[src/hdl/bcp_consts.svh]
// Constants for the bus command parser: offsets, characters, limits, timing
`ifndef BCP_CONSTS_SVH
`define BCP_CONSTS_SVH
// Register byte offsets on the AXI4-Lite slave
`define BCP_OFF_IRQ_STAT 8'h00
`define BCP_OFF_IRQ_MASK 8'h04
`define BCP_OFF_STATUS 8'h08
`define BCP_OFF_CONFIG 8'h0c
`define BCP_RESP_OKAY 2'h0
`define BCP_RESP_SLVERR 2'h2
// Characters of a command string
`define BCP_CH_SPACE 8'h20
`define BCP_CH_DOT 8'h2e
`define BCP_CH_ZERO 8'h30
`define BCP_CH_NINE 8'h39
`define BCP_CH_EXEC 8'h58
`define BCP_CH_A 8'h41
`define BCP_CH_D 8'h44
`define BCP_CH_F 8'h46
`define BCP_CH_L 8'h4c
`define BCP_CH_M 8'h4d
`define BCP_CH_P 8'h50
`define BCP_CH_T 8'h54
`define BCP_CH_W 8'h57
// Command slots (index into the option store)
`define BCP_IX_A 3'h0
`define BCP_IX_D 3'h1
`define BCP_IX_F 3'h2
`define BCP_IX_L 3'h3
`define BCP_IX_M 3'h4
`define BCP_IX_P 3'h5
`define BCP_IX_T 3'h6
`define BCP_IX_W 3'h7
// Largest legal option per command
`define BCP_MAX_A 16'h0006
`define BCP_MAX_D 16'h0005
`define BCP_MAX_CH 16'h0190
`define BCP_MAX_M 16'h00ff
`define BCP_MAX_P 16'h0002
`define BCP_MAX_T 16'h0003
`define BCP_MAX_W 16'hffff
// Option reset values, GET trigger mode and SRQ enable bit
`define BCP_RST_CH 16'h0001
`define BCP_RST_W 16'h0001
`define BCP_RST_OTHER 16'h0000
`define BCP_TRIG_GET 16'h0002
`define BCP_SRQ_ERR_BIT 5
// Status byte layout and error codes
`define BCP_SB_SRQ 6
`define BCP_SB_ERR 5
`define BCP_ERR_NONE 4'h0
`define BCP_ERR_CMD 4'h1
`define BCP_ERR_OPT 4'h2
`define BCP_ERR_NOREM 4'h3
// Interrupt status bits
`define BCP_IRQ_CMD 0
`define BCP_IRQ_OPT 1
`define BCP_IRQ_NOREM 2
`define BCP_IRQ_DONE 3
`define BCP_IRQ_SCAN 4
// Timing: clock rate and error message hold time
`define BCP_CLK_KHZ 100000
`define BCP_ERR_SHOW_MS 1000
`define BCP_MS_NS 1000000
`endif

[src/hdl/bcp_pkg.sv]
// Types shared by the bus command parser files
package bcp_pkg;
   typedef enum logic [1:0] {PS_IDLE, PS_OPT, PS_FRAC} bcp_pstate_e;
   typedef logic [3:0] bcp_err_t;
   typedef logic [4:0] bcp_irq_t;
   typedef logic [15:0] bcp_opt_t;
endpackage : bcp_pkg

[src/hdl/bcp_parser.sv]
// Bus command string parser with error reporting, status byte and AXI4-Lite registers
//
// Our own choices: the AXI4-Lite slave port and the address map.
`timescale 1ns/100ps
`default_nettype none
`include "bcp_consts.svh"
module bcp_parser
   import bcp_pkg::*;
#(
   parameter int MS_CYCLES = `BCP_MS_NS / 1000 * `BCP_CLK_KHZ / 1000,
   parameter int ERR_SHOW_CYCLES = `BCP_ERR_SHOW_MS * `BCP_CLK_KHZ
)
(
   // Clock and reset
   input wire logic aclk,
   input wire logic aresetn,
   // Bus adapter side
   input wire logic [7:0] rx_char,
   input wire logic rx_char_valid,
   input wire logic remote_en,
   input wire logic get_pulse,
   input wire logic spoll_rd,
   // Instrument outputs
   output var logic [7:0] status_byte_q,
   output var logic srq_q,
   output var bcp_err_t err_shown_q,
   output var bcp_opt_t scan_channel,
   output var logic scan_busy,
   output var logic irq_q,
   // AXI4-Lite write
   input wire logic [7:0] awaddr,
   input wire logic awvalid,
   output var logic awready_q,
   input wire logic [31:0] wdata,
   input wire logic [3:0] wstrb,
   input wire logic wvalid,
   output var logic wready_q,
   output var logic [1:0] bresp_q,
   output var logic bvalid_q,
   input wire logic bready,
   // AXI4-Lite read
   input wire logic [7:0] araddr,
   input wire logic arvalid,
   output var logic arready_q,
   output var logic [31:0] rdata_q,
   output var logic [1:0] rresp_q,
   output var logic rvalid_q,
   input wire logic rready
);

   ////////////////////////////////////////////////////////////////////////////
   // Decoding helpers

   // Command letter to store slot; bit 3 marks a known letter
   function automatic logic [3:0] cmd_slot(input logic [7:0] c);
      unique case (c)
         `BCP_CH_A: cmd_slot = {1'b1, `BCP_IX_A};
         `BCP_CH_D: cmd_slot = {1'b1, `BCP_IX_D};
         `BCP_CH_F: cmd_slot = {1'b1, `BCP_IX_F};
         `BCP_CH_L: cmd_slot = {1'b1, `BCP_IX_L};
         `BCP_CH_M: cmd_slot = {1'b1, `BCP_IX_M};
         `BCP_CH_P: cmd_slot = {1'b1, `BCP_IX_P};
         `BCP_CH_T: cmd_slot = {1'b1, `BCP_IX_T};
         `BCP_CH_W: cmd_slot = {1'b1, `BCP_IX_W};
         default: cmd_slot = 4'h0;
      endcase
   endfunction : cmd_slot

   // Largest legal option of a slot
   function automatic bcp_opt_t opt_max(input logic [2:0] ix);
      unique case (ix)
         `BCP_IX_A: opt_max = `BCP_MAX_A;
         `BCP_IX_D: opt_max = `BCP_MAX_D;
         `BCP_IX_F, `BCP_IX_L: opt_max = `BCP_MAX_CH;
         `BCP_IX_M: opt_max = `BCP_MAX_M;
         `BCP_IX_P: opt_max = `BCP_MAX_P;
         `BCP_IX_T: opt_max = `BCP_MAX_T;
         `BCP_IX_W: opt_max = `BCP_MAX_W;
      endcase
   endfunction : opt_max

   // Register offset decode, shared by both AXI channels
   function automatic logic [4:0] reg_hit(input logic [7:0] a);
      reg_hit = {a == `BCP_OFF_CONFIG, a == `BCP_OFF_STATUS, a == `BCP_OFF_IRQ_MASK,
                 a == `BCP_OFF_IRQ_STAT, 1'b0};
      reg_hit[0] = |reg_hit[4:1];
   endfunction : reg_hit

   ////////////////////////////////////////////////////////////////////////////
   // Character classification

   bcp_pstate_e pst_q;
   logic [2:0] cur_ix_q;
   bcp_err_t str_err_q;
   bcp_opt_t acc_w;
   logic [3:0] slot_w;
   logic is_sp, is_dot, is_digit, is_exec, is_cmd, in_opt;
   logic fin_w, opt_bad_w, fin_ok_w;
   bcp_err_t ch_err_w, str_err_w, final_err_w;
   logic end_w, commit_w, err_fire_w;

   assign slot_w = cmd_slot(rx_char);
   assign is_sp = rx_char_valid && rx_char == `BCP_CH_SPACE;
   assign is_dot = rx_char_valid && rx_char == `BCP_CH_DOT;
   assign is_digit = rx_char_valid && rx_char >= `BCP_CH_ZERO && rx_char <= `BCP_CH_NINE;
   assign is_exec = rx_char_valid && rx_char == `BCP_CH_EXEC;
   assign is_cmd = rx_char_valid && slot_w[3];
   assign in_opt = pst_q != PS_IDLE;

   // A pending command closes on the next letter or execute; no digits reads as zero
   assign fin_w = in_opt && (is_cmd || is_exec);
   assign opt_bad_w = acc_w > opt_max(cur_ix_q);
   assign fin_ok_w = fin_w && !opt_bad_w;

   // Error of this character alone; spaces never err
   always_comb begin
      ch_err_w = `BCP_ERR_NONE;
      if (fin_w && opt_bad_w) begin
         ch_err_w = `BCP_ERR_OPT;
      end else if (rx_char_valid && !is_sp && !is_exec && !is_cmd && !(in_opt && (is_digit || is_dot))) begin
         ch_err_w = `BCP_ERR_CMD;
      end
   end

   // First error of a string is kept; not remote outranks syntax
   assign str_err_w = (str_err_q == `BCP_ERR_NONE) ? ch_err_w : str_err_q;
   assign final_err_w = remote_en ? str_err_w : `BCP_ERR_NOREM;
   assign end_w = is_exec;
   assign commit_w = end_w && final_err_w == `BCP_ERR_NONE;
   assign err_fire_w = end_w && final_err_w != `BCP_ERR_NONE;

   ////////////////////////////////////////////////////////////////////////////
   // Parser state

   // Fraction digits are swallowed, so T01.0 reads as T1
   always_ff @(posedge aclk) begin
      if (!aresetn || end_w) begin
         pst_q <= PS_IDLE;
         cur_ix_q <= 3'h0;
         str_err_q <= `BCP_ERR_NONE;
      end else if (rx_char_valid) begin
         str_err_q <= str_err_w;
         if (is_cmd) begin
            pst_q <= PS_OPT;
            cur_ix_q <= slot_w[2:0];
         end else if (is_dot && pst_q == PS_OPT) begin
            pst_q <= PS_FRAC;
         end
      end
   end

   bcp_dec_accum u_accum (
      .aclk(aclk),
      .aresetn(aresetn),
      .clear(is_cmd || end_w),
      .push(is_digit && pst_q == PS_OPT),
      .digit(rx_char[3:0]),
      .value_q(acc_w)
   );

   ////////////////////////////////////////////////////////////////////////////
   // Option store: pending copy per command, applied only on a clean string

   logic [7:0][15:0] cfg_all;

   genvar gi;
   generate
      for (gi = 0; gi < 8; gi++) begin : g_cmd
         bcp_opt_t pend_q, cfg_q, rst_w;
         logic pend_wr_q, hit_w;
         assign rst_w = (gi == `BCP_IX_F || gi == `BCP_IX_L) ? `BCP_RST_CH
                      : (gi == `BCP_IX_W ? `BCP_RST_W : `BCP_RST_OTHER);
         assign hit_w = fin_ok_w && cur_ix_q == 3'(gi);
         assign cfg_all[gi] = cfg_q;
         // Last value of a command in the string wins
         always_ff @(posedge aclk) begin
            if (!aresetn) begin
               pend_q <= '0;
               pend_wr_q <= 1'b0;
               cfg_q <= rst_w;
            end else begin
               pend_q <= hit_w ? acc_w : pend_q;
               pend_wr_q <= !end_w && (pend_wr_q || hit_w);
               if (commit_w && (hit_w || pend_wr_q)) begin
                  cfg_q <= hit_w ? acc_w : pend_q;
               end
            end
         end
      end
   endgenerate

   ////////////////////////////////////////////////////////////////////////////
   // Scan trigger

   logic scan_start_w;

   // A trigger during a running scan restarts from the first channel
   assign scan_start_w = get_pulse && cfg_all[`BCP_IX_T] == `BCP_TRIG_GET;

   bcp_scan_seq #(
      .MS_CYCLES(MS_CYCLES)
   ) u_scan (
      .aclk(aclk),
      .aresetn(aresetn),
      .start(scan_start_w),
      .first_ch(cfg_all[`BCP_IX_F]),
      .last_ch(cfg_all[`BCP_IX_L]),
      .interval_ms(cfg_all[`BCP_IX_W]),
      .channel_q(scan_channel),
      .busy_q(scan_busy)
   );

   ////////////////////////////////////////////////////////////////////////////
   // Status byte and service request

   logic srq_en_w;
   logic [7:0] sb_d;

   assign srq_en_w = cfg_all[`BCP_IX_M][`BCP_SRQ_ERR_BIT];

   // A poll clears, but a new error in the same cycle wins
   always_comb begin
      sb_d = spoll_rd ? 8'h00 : status_byte_q;
      if (err_fire_w) begin
         sb_d[`BCP_SB_ERR] = 1'b1;
         sb_d[3:0] = final_err_w;
         sb_d[`BCP_SB_SRQ] = sb_d[`BCP_SB_SRQ] || srq_en_w;
      end else if (!sb_d[`BCP_SB_ERR]) begin
         sb_d[3:0] = {3'h0, scan_busy};
      end
   end

   always_ff @(posedge aclk) begin
      if (!aresetn) begin
         status_byte_q <= 8'h00;
         srq_q <= 1'b0;
      end else begin
         status_byte_q <= sb_d;
         srq_q <= sb_d[`BCP_SB_SRQ];
      end
   end

   ////////////////////////////////////////////////////////////////////////////
   // Front panel error message timer

   logic [31:0] show_cnt_q;

   // A fresh error replaces the message and restarts the full hold
   always_ff @(posedge aclk) begin
      if (!aresetn) begin
         show_cnt_q <= '0;
         err_shown_q <= `BCP_ERR_NONE;
      end else if (err_fire_w) begin
         show_cnt_q <= 32'(ERR_SHOW_CYCLES - 1);
         err_shown_q <= final_err_w;
      end else if (show_cnt_q != 32'h0) begin
         show_cnt_q <= show_cnt_q - 32'h1;
      end else begin
         err_shown_q <= `BCP_ERR_NONE;
      end
   end

   ////////////////////////////////////////////////////////////////////////////
   // Interrupt status and mask

   bcp_irq_t irq_stat_q, irq_mask_q, irq_ev_w, irq_stat_d;
   logic stat_rd_w;

   assign irq_ev_w = {scan_start_w, commit_w, err_fire_w && final_err_w == `BCP_ERR_NOREM,
                      err_fire_w && final_err_w == `BCP_ERR_OPT,
                      err_fire_w && final_err_w == `BCP_ERR_CMD};
   // Read clears; an event in the same cycle survives
   assign irq_stat_d = (stat_rd_w ? '0 : irq_stat_q) | irq_ev_w;

   always_ff @(posedge aclk) begin
      if (!aresetn) begin
         irq_stat_q <= '0;
         irq_q <= 1'b0;
      end else begin
         irq_stat_q <= irq_stat_d;
         irq_q <= |(irq_stat_d & irq_mask_q);
      end
   end

   ////////////////////////////////////////////////////////////////////////////
   // AXI4-Lite write channel: address and data in either order

   logic [7:0] wr_addr_q;
   logic [31:0] wr_data_q;
   logic [3:0] wr_strb_q;
   logic aw_hs_w, w_hs_w, wr_go_w;
   logic [4:0] wr_hit_w;

   assign aw_hs_w = awvalid && awready_q;
   assign w_hs_w = wvalid && wready_q;
   // Both halves held until the response is taken; one write at a time
   assign wr_go_w = !awready_q && !wready_q && !bvalid_q;
   assign wr_hit_w = reg_hit(wr_addr_q);

   always_ff @(posedge aclk) begin
      if (!aresetn) begin
         awready_q <= 1'b1;
         wready_q <= 1'b1;
         bvalid_q <= 1'b0;
         bresp_q <= `BCP_RESP_OKAY;
         wr_addr_q <= '0;
         wr_data_q <= '0;
         wr_strb_q <= '0;
         irq_mask_q <= '0;
      end else begin
         if (aw_hs_w) begin
            awready_q <= 1'b0;
            wr_addr_q <= awaddr;
         end
         if (w_hs_w) begin
            wready_q <= 1'b0;
            wr_data_q <= wdata;
            wr_strb_q <= wstrb;
         end
         if (wr_go_w) begin
            bvalid_q <= 1'b1;
            bresp_q <= wr_hit_w[0] ? `BCP_RESP_OKAY : `BCP_RESP_SLVERR;
            if (wr_hit_w[2] && wr_strb_q[0]) begin
               irq_mask_q <= wr_data_q[4:0];
            end
         end else if (bvalid_q && bready) begin
            bvalid_q <= 1'b0;
            awready_q <= 1'b1;
            wready_q <= 1'b1;
         end
      end
   end

   ////////////////////////////////////////////////////////////////////////////
   // AXI4-Lite read channel

   logic ar_hs_w;
   logic [4:0] rd_hit_w;
   logic [31:0] rd_mux_w;

   assign ar_hs_w = arvalid && arready_q;
   assign rd_hit_w = reg_hit(araddr);
   assign stat_rd_w = ar_hs_w && rd_hit_w[1];
   assign rd_mux_w = rd_hit_w[1] ? {27'h0, irq_stat_q}
                   : rd_hit_w[2] ? {27'h0, irq_mask_q}
                   : rd_hit_w[3] ? {scan_channel, 7'h0, scan_busy, status_byte_q}
                   : rd_hit_w[4] ? {8'h0, cfg_all[`BCP_IX_M][7:0], cfg_all[`BCP_IX_A][3:0],
                                    cfg_all[`BCP_IX_D][3:0], cfg_all[`BCP_IX_P][1:0],
                                    cfg_all[`BCP_IX_T][1:0], err_shown_q}
                   : 32'h0;

   always_ff @(posedge aclk) begin
      if (!aresetn) begin
         arready_q <= 1'b1;
         rvalid_q <= 1'b0;
         rdata_q <= '0;
         rresp_q <= `BCP_RESP_OKAY;
      end else if (ar_hs_w) begin
         arready_q <= 1'b0;
         rvalid_q <= 1'b1;
         rdata_q <= rd_mux_w;
         rresp_q <= rd_hit_w[0] ? `BCP_RESP_OKAY : `BCP_RESP_SLVERR;
      end else if (rvalid_q && rready) begin
         rvalid_q <= 1'b0;
         arready_q <= 1'b1;
      end
   end

endmodule : bcp_parser
`default_nettype wire

[src/hdl/bcp_dec_accum.sv]
// Decimal option accumulator for the command parser
`timescale 1ns/100ps
`default_nettype none
module bcp_dec_accum
   import bcp_pkg::*;
(
   // Clock and reset
   input wire logic aclk,
   input wire logic aresetn,
   // Digit stream
   input wire logic clear,
   input wire logic push,
   input wire logic [3:0] digit,
   // Accumulated value
   output var bcp_opt_t value_q
);
   logic [19:0] next_w;

   // Times ten plus digit; saturates at 16'hffff, out of range for every command but W
   assign next_w = {1'b0, value_q, 3'b000} + {3'b000, value_q, 1'b0} + {16'h0, digit};

   always_ff @(posedge aclk) begin
      if (!aresetn || clear) begin
         value_q <= '0;
      end else if (push) begin
         value_q <= (next_w[19:16] != 4'h0) ? 16'hffff : next_w[15:0];
      end
   end
endmodule : bcp_dec_accum
`default_nettype wire

[src/hdl/bcp_scan_seq.sv]
// Channel scan sequencer: first to last, one step per interval
`timescale 1ns/100ps
`default_nettype none
`include "bcp_consts.svh"
module bcp_scan_seq
   import bcp_pkg::*;
#(
   parameter int MS_CYCLES = `BCP_CLK_KHZ
)
(
   // Clock and reset
   input wire logic aclk,
   input wire logic aresetn,
   // Control
   input wire logic start,
   input wire bcp_opt_t first_ch,
   input wire bcp_opt_t last_ch,
   input wire bcp_opt_t interval_ms,
   // State
   output var bcp_opt_t channel_q,
   output var logic busy_q
);
   logic [31:0] tick_q;
   bcp_opt_t ms_q;
   logic ms_w;
   logic step_w;

   // Millisecond tick, then interval count; zero interval acts as one ms
   assign ms_w = busy_q && (tick_q == 32'(MS_CYCLES - 1));
   assign step_w = ms_w && ((ms_q + 16'h0001) >= interval_ms);

   always_ff @(posedge aclk) begin
      if (!aresetn) begin
         tick_q <= '0;
         ms_q <= '0;
         channel_q <= '0;
         busy_q <= 1'b0;
      end else if (start) begin
         tick_q <= '0;
         ms_q <= '0;
         channel_q <= first_ch;
         busy_q <= 1'b1;
      end else if (busy_q) begin
         tick_q <= ms_w ? '0 : tick_q + 32'h1;
         ms_q <= step_w ? '0 : (ms_w ? ms_q + 16'h0001 : ms_q);
         if (step_w) begin
            if (channel_q >= last_ch) begin
               busy_q <= 1'b0;
            end else begin
               channel_q <= channel_q + 16'h0001;
            end
         end
      end
   end
endmodule : bcp_scan_seq
`default_nettype wire

[config.mk]
export PLATFORM = sky130hd
export DESIGN_NAME = bcp_parser
export DESIGN_NICKNAME = d
export VERILOG_FILES = /design/src/hdl/bcp_pkg.sv /design/src/hdl/bcp_parser.sv /design/src/hdl/bcp_dec_accum.sv /design/src/hdl/bcp_scan_seq.sv
export VERILOG_INCLUDE_DIRS = /design/src /design/src/hdl
export SDC_FILE = /design/constraint.sdc
export NUM_CORES = 1
export LEC_CHECK = 0
export BUFFER_PORTS_ARGS = -buffer_cell sky130_fd_sc_hd__buf_2
export CAP_MARGIN = 20
export CELL_PAD_IN_SITES_DETAIL_PLACEMENT = 1
export CELL_PAD_IN_SITES_GLOBAL_PLACEMENT = 1
export CORE_ASPECT_RATIO = 1.5
export CORE_MARGIN = 2
export CORE_UTILIZATION = 46
export DETAILED_ROUTE_END_ITERATION = 8
export PLACE_DENSITY_LB_ADDON = 0.1
export SYNTH_ARGS = -nofsm -noshare
export SYNTH_HDL_FRONTEND = slang
export SYNTH_HIERARCHICAL = 1
export SYNTH_SLANG_ARGS = --single-unit
[constraint.sdc]
create_clock -name aclk -period 4.2 [get_ports aclk]
set_input_delay 0.42 -clock aclk [delete_from_list [all_inputs] [get_ports aclk]]
set_output_delay 0.42 -clock aclk [all_outputs]
set_load 0.01 [all_outputs]
==> results.sh <==
export IMPL_status="finished clean"
export IMPL_h_tree_depth=2
export IMPL_fin_worst_skew_ps=9.59
export IMPL_cts_tree="done"
export IMPL_slew_headroom=0.294
export IMPL_cts_buffers=39
export IMPL_drv_cap=0
export IMPL_p_sw_frac=0.266
export IMPL_clkLatencyLatePin_ps=550
export IMPL_fmax_ghz=0.259
export IMPL_nets=2362
export IMPL_vdd_drop_max_v=0.000470
export IMPL_async_flop_share=0
export IMPL_clockBufferDepth=3
export IMPL_synth_edf_count=0
export IMPL_drc=0
export IMPL_cts_root_buf="clkbuf_16"
export IMPL_critPathMaxStageDelay_ps=420
export IMPL_cts_hold_buffers=0
export IMPL_p_int_uw=6020
export IMPL_report_final_hold_viol_count=0
export IMPL_antenna_found_initial=0
export IMPL_highest_layer="met4"
export IMPL_synth_top_flop_cell="dfxtp_1"
export IMPL_grt_ovfl_total=0
export IMPL_post_cts_resized=0
export IMPL_synth_top_area_frac=0.405
export IMPL_finalCritPeriodShare=0.918
export IMPL_track_usage=0.270
export IMPL_m1WireLength_um=22300
export IMPL_ys_warn_count=6
export IMPL_power_density_nw_per_um2=392
export IMPL_netlist_instances=2120
export IMPL_gp_congestion=0.836
export IMPL_setup_viol=0
export IMPL_rsz0062_at_grt="false"
export IMPL_final_min_clock_period_ps=3860
export IMPL_critPathArrivalTime_ps=4320
export IMPL_grt_pass1_wl_um=92400
export IMPL_path_clk_slew_ps=60
export IMPL_chipHeight_um=250
export IMPL_wl_um=57100
export IMPL_min_path_cells=3
export IMPL_dieArea_um2=42000
export IMPL_ys_seq_elements=375
export IMPL_initial_core_util=0.464
export IMPL_path_max_fanout=5
export IMPL_p_switching_uw=2180
export IMPL_vias=16700
export IMPL_total_power_uw=8210
export IMPL_antenna_cells=0
export IMPL_ant_nets=0
export IMPL_pin_count=143
export IMPL_critPathKind="reg -> reg"
export IMPL_area_growth_pct=12.9
export IMPL_avgViaCountPerCell=6.12
export IMPL_grt_max_degree=123
export IMPL_syn_avg_cell_area_um2=8.75
export IMPL_min_to="wr_addr_q[3]"
export IMPL_io_buffers=108
export IMPL_syn_area_um2=18600
export IMPL_drive_above_1_share=0.138
export IMPL_core_area_um2=40000
export IMPL_setup_tns_ps=0
export IMPL_first_global_vias=17600
export IMPL_post_dp_hpwl_um=41400
export IMPL_regToRegSetupSlack_ps=340
export IMPL_wl_met2_um=30300
export IMPL_drt_iter0_drc=1005
export IMPL_hold_path_class="in -> reg"
export IMPL_required_ps=4670
export IMPL_wl_per_cell_um=20.9
export IMPL_seq_area_frac_synth=0.405
export IMPL_critPathLaunch="u_scan/ms_q[0]"
export IMPL_pwr_share_comb=0.124
export IMPL_cts_sinks=375
export IMPL_cts_setup_buffers=0
export IMPL_cp_start_kind="register"
export IMPL_die_width_um=168
export IMPL_crit_chain="ha_1 > nand3_1 > nor3_1 > and3_1 > nand3_1 > xnor2_1 > ha_1 > nand4_1 > nor4_1 > a32oi_1 > a21bo_2 > or3_1 > a211oi_1"
export IMPL_maxSlewViolCount=0
export IMPL_regToRegStartpoint="u_scan/ms_q[0]"
export IMPL_rows=90
export IMPL_pwr_share_clk=0.414
export IMPL_tightest_slew_ps=1050
export IMPL_firstDrtPassIters=5
export IMPL_endpoint_kind="register"
export IMPL_hp_start="awaddr[3]"
export IMPL_crit_slowest_cell="dfxtp_1"
export IMPL_route_met3_wl_um=2030
export IMPL_r2r_worst_path_cells=13
export IMPL_p_leak_uw=0.00808
export IMPL_reg2reg_to="u_scan/channel_q[10]"
export IMPL_yosys_top_cells_area="dfxtp_1, ha_1, nor2_1, a22oi_1, a211oi_1"
export IMPL_seqPwrFrac=0.461
export IMPL_ys_types=98
export IMPL_yosysTopAreaCell="dfxtp_1"
flip-flops by register name, indices dropped and copies added (netlist names), 5 cells and up, named ones only:
name / flops
g_cmd.pend_q: 82
g_cmd.cfg_q: 82
u_scan/channel_q: 16
u_scan/tick_q: 32
irq_stat_q: 5
g_cmd.pend_wr_q: 8
u_scan/ms_q: 16
u_accum/value_q: 16
show_cnt_q: 32
rdata_q: 32
status_byte_q: 6
wr_data_q: 5
irq_mask_q: 5
wr_addr_q: 8
power by group through the flow:
stage | clock network [uW] | registers [uW] | logic (uW)
floorplan | 0 | 3840 | 788
CTS | 3470 | 3790 | 1030
global placement | 0 | 3850 | 980
finish | 3400 | 3790 | 1020
global route | 3610 | 3800 | 1160
detailed placement | 0 | 3870 | 1020
stage by stage:
step                      cell area, um2  worst slack (ps)  instances   util  hold WS, ps
after floorplan                    18600               896       2123      -          431
after global placement             19700               365       2665  0.494          441
after detailed placement           19700               228       2666  0.494          447
after CTS                          21000               302       2734  0.524          112
after global routing               21000              13.2       2735  0.524          130
final                              21000               342       2735  0.524          123
layout make-up:
type,instances,area [um2]
clock buffers,56,1100
clock inverters,12,116
fillers,4767,19000
inverters,83,317
multi-input cells,1519,10100
flip-flops and latches,375,7510
well taps,506,633
repair buffers,184,1140
cell usage after synthesis, drive strengths merged, types with 11 or more instances:
library cell and count:
dfxtp 375, nor2 242, a21oi 114, clkbuf 108
nand2 103, ha 87, a211oi 81, a22oi 81
inv 81, o21ai 77, a31oi 64, nand3 60
nor3 51, nand4 42, xnor2 41, buf 38
xor2 38, o211ai 35, and3 34, nor3b 34
nor4 32, nor2b 24, nand2b 19, a2111oi 18
and2 17, o221a 17, or3 15, o21a 14
or2 14, a21o 13, mux2i 13, a311oi 12
a222oi 11, or4 11
metal layers:
metal,up-vias,GRT usage
li1,7999,-
met1,8323,0.298
met2,300,0.514
met3,122,0.0355
met4,0,0.116
met5,-,0
layout by cell type (no fill, tap or decap), drive strengths merged, types with 38 or more instances in the layout:
cell | netlist | layout
clkbuf | 108 | 56
nor2 | 242 | 242
o21ai | 77 | 77
nand4 | 42 | 42
inv | 81 | 82
a22oi | 81 | 81
ha | 87 | 87
nor3 | 51 | 51
xnor2 | 41 | 41
nand3 | 60 | 60
buf | 38 | 184
xor2 | 38 | 38
nand2 | 103 | 103
a211oi | 81 | 81
a21oi | 114 | 114
dfxtp | 375 | 375
a31oi | 64 | 64
worst max-delay path by stage:
stage	cells past startpoint	slack [ps]	to
2_1_floorplan	13	900	u_scan/channel_q[11]
3_3_place_gp	9	370	g_cmd[2].cfg_q[14]
3_5_place_dp	9	230	g_cmd[2].cfg_q[14]
4_1_cts	13	300	u_scan/channel_q[10]
5_1_grt	13	10	u_scan/ms_q[11]
6_report	13	340	u_scan/channel_q[10]
critical path, delay by kind of cell (launching register included):
family	cells	cell delay, ps
AO/OA/AOI/OAI	3	820
AND/OR/NAND/NOR	7	1810
adder cells (fa/ha/maj)	2	540
XOR/XNOR	1	170
flip-flops	1	420
logic make-up (layout without fill, tap and decap cells):
| family | count (synthesis) | count (layout) | share of synthesized area |
|---|---|---|---|
| AND/OR/NAND/NOR | 726 | 726 | 0.202 |
| multiplexers | 18 | 18 | 0.0127 |
| flip-flops | 375 | 375 | 0.405 |
| adder cells (fa/ha/maj) | 89 | 89 | 0.0608 |
| XOR/XNOR | 79 | 79 | 0.0373 |
| AO/OA/AOI/OAI | 603 | 603 | 0.231 |
| buffers and inverters | 229 | 335 | 0.0512 |
| other | 1 | 4 | 0.000202 |
Note: power is estimated with default switching activity, not from simulation.
